### src/dpram_host_pkg.sv
// package: pin groups, mailbox and semaphore constants, timing counts for the host controller
package dpram_host_pkg;
  localparam int unsigned addr_w = 12;
  localparam int unsigned data_w = 16;
  localparam logic [11:0] mbox_left_addr = 12'hffe; // left mailbox word
  localparam logic [11:0] mbox_right_addr = 12'hfff; // right mailbox word
  localparam int unsigned sem_count = 8;
  localparam int unsigned clk_period_ns = 50;
  // time the device's arbiter needs to settle busy, in ns
  localparam int unsigned arb_time_ns = 5;
  localparam int unsigned arb_cycles = (arb_time_ns + clk_period_ns - 1) / clk_period_ns;
  // edges from a pin change to the synchronised level: three flops plus agreement
  localparam int unsigned sync_lag_cycles = 4;
  // write hold beyond busy release, in ns
  localparam int unsigned wr_hold_ns = 50;
  localparam int unsigned wr_hold_cycles = (wr_hold_ns + clk_period_ns - 1) / clk_period_ns;
  // access strobe length, in ns
  localparam int unsigned access_ns = 100;
  localparam int unsigned access_cycles = (access_ns + clk_period_ns - 1) / clk_period_ns;
  localparam logic [3:0] cnt_zero = 4'h0;
  localparam logic sem_request = 1'b0; // write zero to take a token
  localparam logic sem_release = 1'b1; // write one to give it back

  typedef enum logic [1:0] {
    op_ram_read = 2'h0,
    op_ram_write = 2'h1,
    op_sem_read = 2'h2,
    op_sem_write = 2'h3
  } op_kind_t;

  // one user request
  typedef struct packed {
    op_kind_t kind;
    logic [11:0] addr;
    logic [15:0] wdata;
  } host_req_t;

  // pins driven toward one device port
  typedef struct packed {
    logic chip_sel_n;
    logic sem_space_select_n;
    logic rd_wr_n;
    logic out_en_n;
    logic [11:0] addr;
  } port_ctl_t;
endpackage

### src/dpram_port_host.sv
// host controller driving one port of the dual-port memory with mailbox and semaphores
// What this block does
// - right reads FFF to clear interrupt
// - on busy low, hold address and data
// - hold write strobe off for arbitration time
// - extend write strobe past busy release
// - request with zero, release with one
module dpram_port_host
  import dpram_host_pkg::*;
(
  // clock and reset
  input wire logic mclk,
  input wire logic sys_rst,
  // user request side
  input wire logic req_valid,
  input wire dpram_host_pkg::host_req_t req,
  output logic req_ready,
  output logic rsp_valid,
  output logic [15:0] rsp_data,
  output logic rsp_sem_owned,
  // configuration: this port is right side, target is a slave device
  input wire logic is_right_port,
  input wire logic target_is_slave,
  // device port pins
  output dpram_host_pkg::port_ctl_t port_ctl,
  output logic [15:0] data_out,
  output logic data_oe,
  input wire logic [15:0] data_in,
  input wire logic busy_n_pin,
  input wire logic mbox_int_n_pin,
  // mailbox status toward user
  output logic mail_pending
);
  import dpram_host_pkg::*;

  typedef enum logic [4:0] {
    st_idle = 5'b00001,
    st_setup = 5'b00010,
    st_strobe = 5'b00100,
    st_hold = 5'b01000,
    st_done = 5'b10000
  } state_t;

  state_t state_r, state_nxt;
  host_req_t cur_r, cur_nxt; // latched request, held through busy
  logic [3:0] cnt_r, cnt_nxt; // cycle counter for setup/strobe/hold
  logic [15:0] rdata_r, rdata_nxt; // captured read data
  logic rsp_r, rsp_nxt; // one-cycle answer pulse
  logic busy_n, int_n; // synchronised pins

  pin_sync3 u_busy_sync (
    .mclk(mclk),
    .sys_rst(sys_rst),
    .pin_in(busy_n_pin),
    .reset_level(1'b1),
    .level_out(busy_n)
  );
  pin_sync3 u_int_sync (
    .mclk(mclk),
    .sys_rst(sys_rst),
    .pin_in(mbox_int_n_pin),
    .reset_level(1'b1),
    .level_out(int_n)
  );

  logic is_write, is_sem;
  assign is_write = cur_r.kind inside {op_ram_write, op_sem_write};
  assign is_sem = cur_r.kind inside {op_sem_read, op_sem_write};

  // sequencer next state
  always_comb begin
    state_nxt = state_r;
    cur_nxt = cur_r;
    cnt_nxt = cnt_r;
    rdata_nxt = rdata_r;
    rsp_nxt = 1'b0;
    unique case (state_r)
      st_idle: begin
        if (req_valid) begin
          cur_nxt = req;
          if (req.kind == op_sem_write) begin
            cur_nxt.wdata = {15'h0000, req.wdata[0]};
          end
          if (req.kind inside {op_sem_read, op_sem_write}) begin
            cur_nxt.addr = {9'h000, req.addr[2:0]};
          end
          // busy is only trusted once the synchroniser has caught up with it
          cnt_nxt = 4'(arb_cycles + sync_lag_cycles);
          state_nxt = st_setup;
        end
      end
      st_setup: begin
        // select and address out, strobe held off until busy has settled
        if (cnt_r != cnt_zero) begin
          cnt_nxt = cnt_r - 4'h1;
        end else if (!busy_n) begin
          cnt_nxt = cnt_zero; // hold address, wait
        end else begin
          cnt_nxt = 4'(access_cycles);
          state_nxt = st_strobe;
        end
      end
      st_strobe: begin
        if (!busy_n) begin
          // lost arbitration mid-access: operation invalid, stay put
          cnt_nxt = 4'(access_cycles);
        end else if (cnt_r != cnt_zero) begin
          cnt_nxt = cnt_r - 4'h1;
        end else begin
          // writes leave the last read word in place for the user
          if (!is_write) begin
            rdata_nxt = data_in; // semaphore reads replicate the flag
          end
          cnt_nxt = 4'(wr_hold_cycles);
          state_nxt = is_write ? st_hold : st_done;
        end
      end
      st_hold: begin
        // write strobe extended past busy release; slaves block on busy low
        if (!busy_n && target_is_slave) begin
          cnt_nxt = 4'(wr_hold_cycles);
        end else if (cnt_r != cnt_zero) begin
          cnt_nxt = cnt_r - 4'h1;
        end else begin
          state_nxt = st_done;
        end
      end
      st_done: begin
        rsp_nxt = 1'b1;
        state_nxt = st_idle;
      end
      default: state_nxt = st_idle;
    endcase
  end

  // sequencer registers
  always_ff @(posedge mclk) begin
    if (sys_rst) begin
      state_r <= st_idle;
      cur_r <= '0;
      cnt_r <= cnt_zero;
      rdata_r <= 16'h0000;
      rsp_r <= 1'b0;
    end else begin
      state_r <= state_nxt;
      cur_r <= cur_nxt;
      cnt_r <= cnt_nxt;
      rdata_r <= rdata_nxt;
      rsp_r <= rsp_nxt;
    end
  end

  logic active, strobe;
  assign active = (state_r != st_idle) && (state_r != st_done);
  assign strobe = (state_r == st_strobe) || (state_r == st_hold);

  // pin drive; the port idles in standby with all selects high
  always_comb begin
    port_ctl.chip_sel_n = !(active && !is_sem);
    port_ctl.sem_space_select_n = !(active && is_sem);
    port_ctl.rd_wr_n = !(strobe && is_write);
    port_ctl.out_en_n = !(strobe && !is_write);
    port_ctl.addr = cur_r.addr; // stable for whole access
  end

  assign data_out = cur_r.wdata; // mailbox data is ordinary data
  assign data_oe = active && is_write;

  assign req_ready = (state_r == st_idle);
  assign rsp_valid = rsp_r;
  assign rsp_data = rdata_r;
  assign rsp_sem_owned = (rdata_r[0] == sem_request);

  // mailbox: a message waits from the interrupt's fall until own box is read
  logic mail_r, mail_nxt; // pending message flag
  logic int_prev_r, int_prev_nxt; // last synchronised interrupt level
  logic [11:0] own_box; // this port's mailbox word
  logic box_read_done; // a plain read of own box has just finished

  // left port owns ffe, right port owns fff
  assign own_box = is_right_port ? mbox_right_addr : mbox_left_addr;
  assign box_read_done = (state_r == st_done) && !is_write && !is_sem
    && (cur_r.addr == own_box);

  // next values: clear on own read, set on a new falling edge; set wins
  // limitation: a second message while one waits raises no new edge
  always_comb begin
    int_prev_nxt = int_n;
    mail_nxt = mail_r;
    if (box_read_done) begin
      mail_nxt = 1'b0;
    end
    if (int_prev_r && !int_n) begin
      mail_nxt = 1'b1;
    end
  end

  // mailbox registers; edge detector resets to the pin's idle level
  always_ff @(posedge mclk) begin
    if (sys_rst) begin
      mail_r <= 1'b0;
      int_prev_r <= 1'b1;
    end else begin
      mail_r <= mail_nxt;
      int_prev_r <= int_prev_nxt;
    end
  end

  // flag from a flop, so the user never sees a glitch of the pin
  assign mail_pending = mail_r;
endmodule

### src/pin_sync3.sv
// three-stage synchroniser; output changes once stages two and three agree
module pin_sync3 (
  // clock and reset
  input wire logic mclk,
  input wire logic sys_rst,
  // pin in, clean level out
  input wire logic pin_in,
  input wire logic reset_level,
  output logic level_out
);
  logic s1_r, s2_r, s3_r, lvl_r;
  logic s1_nxt, s2_nxt, s3_nxt, lvl_nxt;

  // next values: shift, accept only when last two stages agree
  always_comb begin
    s1_nxt = pin_in;
    s2_nxt = s1_r;
    s3_nxt = s2_r;
    lvl_nxt = (s2_r == s3_r) ? s3_r : lvl_r;
  end

  // registers; reset is synchronous so reset_level may be a signal
  always_ff @(posedge mclk) begin
    if (sys_rst) begin
      s1_r <= reset_level;
      s2_r <= reset_level;
      s3_r <= reset_level;
      lvl_r <= reset_level;
    end else begin
      s1_r <= s1_nxt;
      s2_r <= s2_nxt;
      s3_r <= s3_nxt;
      lvl_r <= lvl_nxt;
    end
  end

  assign level_out = lvl_r;
endmodule

### config.mk
export PLATFORM = sky130hd
export DESIGN_NAME = dpram_port_host
export DESIGN_NICKNAME = d
export VERILOG_FILES = /design/src/dpram_host_pkg.sv /design/src/dpram_port_host.sv /design/src/pin_sync3.sv
export SDC_FILE = /design/constraint.sdc
export NUM_CORES = 1
export LEC_CHECK = 0
export BUFFER_PORTS_ARGS = -buffer_cell sky130_fd_sc_hd__buf_2
export CORE_ASPECT_RATIO = 2
export CORE_UTILIZATION = 53
export DETAILED_ROUTE_END_ITERATION = 7
export PLACE_DENSITY = 0.84
export SLEW_MARGIN = 10
export SYNTH_ARGS = -nofsm -noshare
export SYNTH_HDL_FRONTEND = slang
export SYNTH_SLANG_ARGS = --single-unit
### constraint.sdc
create_clock -name mclk -period 3.3 [get_ports mclk]
set_clock_uncertainty 0.05 [all_clocks]
set_input_delay 0.165 -clock mclk [delete_from_list [all_inputs] [get_ports mclk]]
set_output_delay 0.165 -clock mclk [all_outputs]
set_load 0.02 [all_outputs]
==> reports/results.ini, run 1 <==
[placement]
placed_cells=461
place_worst_setup_slack_ns=1.03
place_congestion=0.881
dp_hpwl_mm=4.78
io_buffers=105

[yosys]
synthFlopType=dfxtp_1
synthMostInstantiatedCell=dfxtp_1
ys_ff_latch=66
yosysTopAreaCell=dfxtp_1
synthCells=343
synth_area_leaders=dfxtp_1 44%, buf_4 7.8%, a21oi_1 6.5%
synth_warnings=0
synth.net_count=398
synth_top_cell_area_share_pct=44.3
synth_cell_type_count=46
yosysSeqAreaShare_pct=44.3
synthArstFlopShare_pct=0
ys_top_cells_by_count=66 x dfxtp_1, 43 x nand2_1, 39 x a21oi_1, 31 x buf_4, 29 x nor2_1
synth_area_mm2=0.00298
syn_avg_cell_area_um2=8.69
synth_edf_count=0

[worst_setup_path]
crit_type=flop to flop
setup.worst_path.end=rsp_data[9]$_SDFFE_PP0P_
worstReg2RegEnd=rsp_data[9]$_SDFFE_PP0P_
arrival_ns=2.38
cp_max_fo=16
crit_start=cnt_r[0]$_SDFFE_PP0P_
end_kind=flop
required_ns=3.44
rr_worst_depth=6
r2r_slack_ns=1.06
r2r_start=cnt_r[0]$_SDFFE_PP0P_
start_kind=flop

[sta]
fin_crit_ns=2.24
tightest_slew_ns=1.13
rsz0062_at_grt=no
relSlewSlack_pct=24.4
timing_hold_violations_final=0
whs_ns=0.0131
fin_tns_setup_ns=0
fmax_mhz=446
drv_slew=0
worst_slack_ns=1.06
fin_crit_sh_pct=68.0
finalSetupViolCount=0

[floorplan]
ios=106
initial_core_util_pct=55.0
dieArea_mm2=0.00595
rows=38
die_w_um=55.0
core_mm2=0.00542
die_height_um=108

[route]
wl_mm=6.75
drt_pass1_iterations=4
drc=0
num_vias=2613
drt-initial-drc-count=49
wl_per_cell_um=14.0
ant_nets=0
vias_per_cell=5.42

[clocking]
clk_latency_ns=0.34
cts_tree=built
cts_buffer_depth=2
cts_root_buf=clkbuf_8
cts_inserted_buffers=9
cts-resized-gates=0
clock_sinks=66
cts.clk_slew.worst_paths_ns=0.07
h-tree-depth=3

[power]
power.leakage_uw=0.00151
ir_worst_vdd_mv=0.535
power_uw=1830
power_density_mw_per_mm2=518

[final_layout]
num-nets-final=472
area_delta_synth_final_pct=18.3
diodes=0
drive_gt1_share_pct=32.2
stdcell_count=482

[job]
cap_violations=0

[run_status]
status=finished, final reports clean

[global_route]
grt_pass1_vias=2481
grt_overflow_total=0
grt_pass1_wl_mm=10.6
antenna_found_initial=0
grt_max_degree=67
grt_usage_pct=24.4

[hold_path]
worstHoldStart=data_in[14]
hold_class=primary input to flop

[sequential cells by signal (all words and copies together) (netlist names), 2 cells and up]
signal and flops:
cnt_r 4, rsp_data 16, state_r 5, port_ctl 12, cur_r 2, data_out 16
[layer usage]
metal / global-route usage [%] / routed length (um) / share of wire (%) / up-vias
met5: 0 / 0 / 0 / -
met4: 15.2 / 240 / 3.6 / 0
li1: - / - / - / 1301
met1: 25.0 / 2530 / 37 / 1189
met2: 40.9 / 3590 / 53 / 102
met3: 7.03 / 393 / 5.8 / 21
[metrics by stage]
stage	area, um2	utilization [%]
after global placement	3270	60.3
after floorplan	2980	-
after detailed placement	3270	60.3
after global routing	3530	65.1
after CTS	3530	65.1
final	3530	65.1
[kinds of logic after synthesis]
logic type,count (synthesis),synth area share [%]
compound gates,54,10.9
xor+xnor,3,0.881
fa+ha+maj,2,0.839
buf+inv,53,11.3
flops,66,44.3
mux,16,5.37
simple gates,149,26.4
[worst min-delay path by stage]
stage / slack (ns) / cells past startpoint / endpoint
2_1_floorplan: 0.22 / 1 / u_busy_sync.s1_r$_SDFF_PP1_
3_3_place_gp: 0.30 / 2 / u_busy_sync.s1_r$_SDFF_PP1_
3_5_place_dp: 0.30 / 2 / u_int_sync.s1_r$_SDFF_PP1_
4_1_cts: 0.002 / 3 / port_ctl[0]$_SDFFE_PP0P_
5_1_grt: 0.02 / 3 / port_ctl[2]$_SDFFE_PP0P_
6_report: 0.01 / 3 / rsp_data[14]$_SDFFE_PP0P_
[critical path: stages (launching register included)]
cell and delay (ns):
dfxtp_1 0.35, inv_1 0.10, ha_1 0.18, nand4bb_1 0.24, nor3_4 0.83, mux2i_1 0.28, nor2_1 0.06
[timing repair]
item                                   in CTS  in global routing
setup buffers                               0                  0
hold buffers                                5                  0
setup endpoints to repair                   0                  0
endpoints found under the hold margin       5                  0
[layout make-up]
type | count | area [um2]
clock buffers | 12 | 155
clock inverters | 4 | 50.0
fillers | 482 | 1890
inverters | 5 | 18.8
multi-input cells | 224 | 1320
flip-flops and latches | 66 | 1320
well taps | 60 | 75.1
repair buffers | 111 | 583
[power by group]
group / internal [uW] / switching, uW / total, uW / leakage (uW)
registers: 831 / 34.3 / 866 / 0.000537
logic: 103 / 166 / 269 / 0.000871
clock network: 389 / 304 / 693 / 0.0000986
[cell usage in the layout, fill, tap and decap left out, drive strengths merged, types with 3 or more instances in the layout]
| cell type | n |
|---|---|
| nand4 | 5 |
| nor4b | 3 |
| dfxtp | 66 |
| dlygate4sd3 | 5 |
| a21oi | 39 |
| mux2i | 16 |
| nor4 | 4 |
| inv | 5 |
| clkbuf | 12 |
| nand3 | 22 |
| nand2 | 44 |
| or3 | 3 |
| buf | 106 |
| nand2b | 5 |
| nor2 | 29 |
| or2 | 8 |
| nor3 | 5 |
| nand3b | 10 |
(Power assumes the default switching activity.)
==> inputs of run 2 (changes only) <==
--- a/config.mk
+++ b/config.mk
@@ -5,11 +5,12 @@
 export SDC_FILE = /design/constraint.sdc
 export NUM_CORES = 1
 export LEC_CHECK = 0
+export ABC_AREA = 1
 export BUFFER_PORTS_ARGS = -buffer_cell sky130_fd_sc_hd__buf_2
 export CORE_ASPECT_RATIO = 2
-export CORE_UTILIZATION = 53
+export CORE_UTILIZATION = 45
 export DETAILED_ROUTE_END_ITERATION = 7
-export PLACE_DENSITY = 0.84
+export PLACE_DENSITY = 0.76
 export SLEW_MARGIN = 10
 export SYNTH_ARGS = -nofsm -noshare
 export SYNTH_HDL_FRONTEND = slang
==> constraint.sdc (replaced) <==
create_clock -name mclk -period 1.9 [get_ports mclk]
set_clock_uncertainty 0.05 [all_clocks]
set_input_delay 0.095 -clock mclk [delete_from_list [all_inputs] [get_ports mclk]]
set_output_delay 0.095 -clock mclk [all_outputs]
set_load 0.02 [all_outputs]
==> run 2 against run 1 <==
Effect of this change:
- synthesized area decreased by 0.13%
- flip-flop and latch count stayed put
- via count increased by 16%
- routed wire length increased by 22%
- sequential share of layout area fell by 5.3 points
- power grew to 2.8 times the previous value
- setup slack worse by 0.88 ns
- final cell count increased by 26%
- non-clock buffer count rose by 43
- critical endpoint is now port_ctl[14]
- largest power group is now combinational cells
- cell area is 16% higher
==> reports/results.ini, run 2 <==
[final_layout]
fill_cells=561  ; +16%
diodes=0  ; unchanged
final_cell_mix=105 x buf_2, 66 x nand2_1, 66 x dfxtp_1
num-nets-final=572  ; +21%
area_delta_synth_final_pct=37.8
drive_gt1_share_pct=28.5  ; -3.7 points
final_common_cell=buf_2
stdcell_count=608  ; +26%

[power]
p_comb_share_pct=34.4  ; +20 points
swShare_pct=37.2  ; +9.6 points
ir_worst_vdd_mv=0.891  ; +66%
power_density_mw_per_mm2=1270  ; +140%
switching_power_uw=1940  ; +280%
power.leakage_uw=0.00193  ; +28%
seqPwrFrac_pct=34.1  ; -13 points
power_uw=5200  ; +180%
clkPwrFrac_pct=31.5  ; -6.4 points
p_int_uw=3270  ; +150%

[floorplan]
ios=106  ; unchanged
die_w_um=59.5  ; +8.1%
die_height_um=117  ; +8.3%
dieArea_mm2=0.00697  ; +17%
initial_core_util_pct=46.8  ; -8.2 points
rows=41  ; +7.9%
core_mm2=0.00636  ; +17%

[worst_setup_path]
required_ns=1.75  ; -1.69 ns
crit_type=flop to output pin
start_kind=flop
cp_max_fo=4  ; -12
arrival_ns=1.58  ; -0.80 ns
end_kind=output pin

[route]
drt-initial-drc-count=121  ; +150%
vias_per_cell=4.97  ; -8.3%
num_vias=3024  ; +16%
drc=0  ; unchanged
wl_mm=8.21  ; +22%
drt_pass1_iterations=4  ; unchanged
ant_nets=0  ; unchanged
wl_per_cell_um=13.5  ; -3.6%

[clocking]
cts_tree=built
cts_inserted_buffers=9  ; unchanged
post-cts-setup-buffer-count=0  ; unchanged
cts_buffer_depth=2  ; unchanged
cts.clk_slew.worst_paths_ns=0.05  ; -0.02 ns
clk_latency_ns=0.33  ; about the same
clock_sinks=66  ; unchanged
h-tree-depth=3  ; unchanged
cts_root_buf=clkbuf_16

[placement]
io_buffers=105  ; unchanged
placed_cells=548  ; +19%
dp_hpwl_mm=5.38  ; +12%
place_congestion=0.948  ; +7.5%

[yosys]
synthFlopType=dfxtp_1
syn_avg_cell_area_um2=7.54  ; -13%
synthCells=395  ; +15%
yosysSeqAreaShare_pct=44.4  ; +0.056 points
synthXorXnorAreaFrac_pct=0.588  ; -0.29 points
synth_top_cell_area_share_pct=44.4  ; +0.056 points
synthMuxAreaShare_pct=0  ; -5.4 points
yosysTopAreaCell=dfxtp_1
synthArstFlopShare_pct=0  ; unchanged
synth_area_mm2=0.00298  ; -0.13%
synth.net_count=450  ; +13%
ys_ff_latch=66  ; unchanged
ys_top_cells_by_count=66 x dfxtp_1, 66 x nand2_1, 54 x nor2_1, 40 x nand3_1, 37 x a21oi_1
synth_warnings=0  ; unchanged
synth_compound_area_share_pct=10.9  ; +0.014 points
synth_cell_type_count=31  ; -33%
synth_top_family_by_area=simple AND/OR/NAND/NOR gates
synthAdderAreaFrac_pct=0.840  ; +0.0011 points
synth_simple_gate_area_share_pct=29.3  ; +2.9 points
synth_edf_count=0  ; unchanged
synth_area_leaders=dfxtp_1 44%, nand2_1 8.3%, buf_4 7.3%

[sta]
relSlewSlack_pct=67.3  ; +43 points
finalSetupViolCount=0  ; unchanged
drv_slew=0  ; unchanged
fin_crit_ns=1.73
fin_tns_setup_ns=0  ; unchanged
rsz0062_at_grt=no
fmax_mhz=579
timing_hold_violations_final=0  ; unchanged
fin_crit_sh_pct=90.9
tightest_slew_ns=0.489  ; -0.645 ns

[global_route]
grt_usage_pct=24.9  ; +0.51 points
grt_overflow_total=0  ; unchanged
grt_max_degree=38  ; -43%
antenna_found_initial=0  ; unchanged
grt_pass1_wl_mm=12.9  ; +22%
grt_pass1_vias=2892  ; +17%

[hold_path]
hold_class=primary input to flop

[run_status]
status=finished, final reports clean

[job]
cap_violations=0  ; unchanged

==> run 2: cell types whose count changed after synthesis, moves of 4 or more <==
cell	change
mux2i_1	-16
o21ai_0	+23
nor2_4	+4
nor2_1	+25
nand2_1	+23
nand2b_1	-5
nand3b_1	-10
inv_1	+22
nand3_1	+18
==> run 2: per-stage QoR <==
stage / instance area [um2] / utilization, % / hold WS [ns] / worst slack [ns]
floorplan: 2980 / - / 0.149 / 0.382
global placement: 3350 / 52.7 / 0.235 / 0.289
detailed placement: 3350 / 52.7 / 0.235 / 0.230
CTS: 4100 / 64.4 / 0.00227 / 0.125
global route: 4100 / 64.5 / 0.0393 / 0.0226
finish: 4100 / 64.5 / 0.000906 / 0.172
==> run 2: metal layers <==
| metal | global-route usage, % | wire, um | vias to the layer above |
|---|---|---|---|
| met5 | 0 | 0 | - |
| met4 | 16.7 | 406 | 0 |
| met3 | 5.93 | 326 | 34 |
| met2 | 44.0 | 4430 | 92 |
| met1 | 24.9 | 3050 | 1408 |
| li1 | - | - | 1490 |
==> run 2: kinds of logic after synthesis <==
kind of cell | after synthesis
adder cells (fa/ha/maj) | 2
flip-flops | 66
XOR/XNOR | 2
AND/OR/NAND/NOR | 188
buffers and inverters | 74
AO/OA/AOI/OAI | 63
==> run 2: path summary, 6_finish.rpt <==
path / startpoint / end / slack [ns] / depth (start not counted)
min reg2reg: u_busy_sync.s1_r$_SDFF_PP1_ / u_busy_sync.s2_r$_SDFF_PP1_ / 0.36 / 1
max: state_r[0]$_SDFFE_PP1P_ / port_ctl[14] / 0.17 / 7
min: data_in[0] / rsp_data[0]$_SDFFE_PP0P_ / 0.0009 / 3
max reg2reg: state_r[0]$_SDFFE_PP1P_ / port_ctl[9]$_SDFFE_PP0P_ / 0.20 / 6
==> run 2: what timing repair did <==
action	CTS	global route
endpoints found under the setup margin	0	2
hold buffers	44	0
resized for setup	0	1
endpoints found under the hold margin	44	0
==> run 2: layout make-up <==
cell class,count,area (um2),area share (%)
clock inverters,1,5.00,0.122
clock buffers,15,298,7.26
well taps,86,108,2.62
flip-flops and latches,66,1320,32.2
inverters,31,121,2.96
repair buffers,154,1000,24.5
multi-input cells,255,1250,30.4
==> run 2: critical path: stages (launching register included) <==
cell,delay (ns)
dfxtp_1,0.45
inv_1,0.13
nor3_4,0.24
inv_1,0.06
nand2_1,0.08
inv_1,0.05
nand2_1,0.08
buf_2,0.16
==> run 2: power by group through the flow <==
stage | Combinational (uW) | Clock, uW | Sequential (uW)
global route | 2000 | 1700 | 1800
CTS | 1770 | 1650 | 1770
global placement | 1660 | 0 | 1790
floorplan | 1410 | 0 | 1780
finish | 1790 | 1640 | 1770
detailed placement | 1700 | 0 | 1790
==> inputs of run 3 (changes only) <==
--- a/config.mk
+++ b/config.mk
@@ -6,11 +6,11 @@
 export NUM_CORES = 1
 export LEC_CHECK = 0
 export ABC_AREA = 1
-export BUFFER_PORTS_ARGS = -buffer_cell sky130_fd_sc_hd__buf_2
 export CORE_ASPECT_RATIO = 2
-export CORE_UTILIZATION = 45
+export CORE_UTILIZATION = 56
 export DETAILED_ROUTE_END_ITERATION = 7
-export PLACE_DENSITY = 0.76
+export DONT_BUFFER_PORTS = 1
+export PLACE_DENSITY = 0.74
 export SLEW_MARGIN = 10
 export SYNTH_ARGS = -nofsm -noshare
 export SYNTH_HDL_FRONTEND = slang
==> run 3 against run 2 <==
Effect of this change:
- the flow now finishes with violations (hold timing)
- fmax fell by 4.8%
- sequential share of layout area is 5.1 points higher
- clock-buffer cell count fell by 1
- first-iteration DRC count decreased by 26%
- critical path depth is the same
- critical endpoint unchanged
- largest power group is now registers
- highest routed layer unchanged
==> reports/results.ini, run 3 (synthesis results as in run 2) <==
[route]
ant_nets=0  ; unchanged
wl_mm=7.35  ; -10%
wl_per_cell_um=15.2  ; +12%
drc=0  ; unchanged
num_vias=2645  ; -13%
drt_pass1_iterations=4  ; unchanged
vias_per_cell=5.46  ; +9.9%
drt-initial-drc-count=89  ; -26%

[power]
power_uw=4590  ; -12%
power.leakage_uw=0.00145  ; -25%
ir_worst_vdd_mv=0.998  ; +12%
power_density_mw_per_mm2=1300  ; +2.2%

[clocking]
cts_buffer_depth=2  ; unchanged
cts_tree=built
cts.clk_slew.worst_paths_ns=0.07  ; +0.02 ns
clk_latency_ns=0.35  ; +0.02 ns
h-tree-depth=3  ; unchanged
cts_root_buf=clkbuf_8
cts_inserted_buffers=9  ; unchanged
clock_sinks=66  ; unchanged
post-cts-setup-buffer-count=0  ; unchanged

[placement]
io_buffers=0  ; -100%
dp_hpwl_mm=4.72  ; -12%
place_worst_setup_slack_ns=0.227  ; -0.00300 ns
place_congestion=0.923  ; -2.6%

[final_layout]
fin_util_pct=68.9  ; +4.4 points
drive_gt1_share_pct=10.8  ; -18 points
final_cell_mix=66 x dfxtp_1, 65 x nand2_1, 54 x nor2_1
area_delta_synth_final_pct=18.9
final_common_cell=dfxtp_1
final-seq-area_mm2=0.00132  ; unchanged
num-nets-final=476  ; -17%
multiInputGateArea_mm2=0.00125  ; +0.60%
fill_cells=412  ; -27%
diodes=0  ; unchanged

[sta]
fin_crit_sh_pct=95.5  ; +4.6 points
finalSetupViolCount=0  ; unchanged
fmax_mhz=551  ; -4.8%
whs_ns=-0.0171  ; -0.0181 ns
worst_slack_ns=0.0851  ; -0.0870 ns
rsz0062_at_grt=yes
relSlewSlack_pct=68.0  ; +0.74 points
tightest_slew_ns=0.478  ; -0.0110 ns
timing_hold_violations_final=1  ; +1
drv_slew=0  ; unchanged
fin_crit_ns=1.81  ; +0.0870 ns

[global_route]
grt_max_degree=39  ; +2.6%
grt_pass1_vias=2641  ; -8.7%
grt_pass1_wl_mm=11.8  ; -8.7%
antenna_found_initial=0  ; unchanged
grt_usage_pct=28.9  ; +4.0 points
grt_overflow_total=0  ; unchanged

[floorplan]
die_height_um=105  ; -10%
core_mm2=0.00514  ; -19%
initial_core_util_pct=57.9  ; +11 points
dieArea_mm2=0.00563  ; -19%
rows=37  ; -9.8%
die_w_um=53.6  ; -10%
ios=106  ; unchanged

[worst_setup_path]
start_kind=flop
end_kind=output pin
arrival_ns=1.67  ; +0.09 ns
r2r_start=state_r[0]$_SDFFE_PP1P_
r2r_slack_ns=0.21  ; about the same
crit_type=flop to output pin
rr_worst_depth=6  ; unchanged
worstReg2RegEnd=data_out[13]$_SDFFE_PP0P_
required_ns=1.75  ; about the same
cp_max_fo=4  ; unchanged

[run_status]
status=finished with violations
violations=hold timing

[hold_path]
hold_class=primary input to flop
min_to=mail_pending$_SDFFE_PP0P_
whs_path_depth=4  ; +1
worstHoldStart=is_right_port

[job]
cap_violations=0  ; unchanged

-- run 3: cell count changes in the layout (fill, tap and decap cells not counted) --
cell and change:
buf_12 +1, buf_2 -105, buf_4 +2, bufinv_16 +1, clkbuf_1 +2, clkbuf_16 -9, clkbuf_8 +6, dlygate4sd3_1 +6
nand2_1 -1, nand2_2 +1, nor2_2 -1, nor2_4 +1
-- run 3: where the power goes --
part,internal [uW],switching [uW]
logic,492,964
registers,1600,348
clock network,677,510
total,2770,1820
-- run 3: worst max path at each step --
stage / from / end / slack, ns / cells past startpoint
6_report: state_r[0]$_SDFFE_PP1P_ / port_ctl[14] / 0.09 / 7
5_1_grt: state_r[2]$_SDFFE_PP0P_ / port_ctl[15] / -0.04 / 8
4_1_cts: state_r[2]$_SDFFE_PP0P_ / port_ctl[14] / 0.005 / 7
3_5_place_dp: cnt_r[0]$_SDFFE_PP0P_ / rsp_data[0]$_SDFFE_PP0P_ / 0.23 / 9
3_3_place_gp: cnt_r[0]$_SDFFE_PP0P_ / rsp_data[0]$_SDFFE_PP0P_ / 0.29 / 9
2_1_floorplan: cnt_r[0]$_SDFFE_PP0P_ / rsp_data[10]$_SDFFE_PP0P_ / 0.38 / 10
-- run 3: worst max-delay path, stage by stage (launching register included) --
cell,delay [ns]
dfxtp_1,0.44
inv_1,0.12
nor3_4,0.23
buf_4,0.19
inv_1,0.04
nand2_1,0.07
inv_1,0.05
nand2_1,0.17
-- run 3: area by class of cell --
cell class	instances	share of cell area, %
flip-flops and latches	66	37.3
clock buffers	14	4.60
inverters	31	3.43
multi-input cells	255	35.4
clock inverters	2	0.990
repair buffers	58	16.2
well taps	58	2.05
-- run 3: layer usage --
| metal | share of wire (%) | track usage (%) |
|---|---|---|
| met1 | 35 | 29.0 |
| met5 | 0 | 0 |
| met2 | 54 | 48.9 |
| met3 | 5.7 | 6.70 |
| met4 | 4.4 | 20.1 |
-- run 3: timing repair --
item                                   in CTS  in global routing
setup endpoints to repair                   0                  3
hold buffers                               51                  0
endpoints found under the hold margin      61                  0
gates resized for setup                     0                  3
-- run 3: per-stage QoR --
stage	cells	cell area (um2)	setup TNS, ns
finish	484	3540	0
global route	484	3540	-0.0716
CTS	484	3530	0
detailed placement	417	2810	0
global placement	417	2810	0
floorplan	395	2980	0
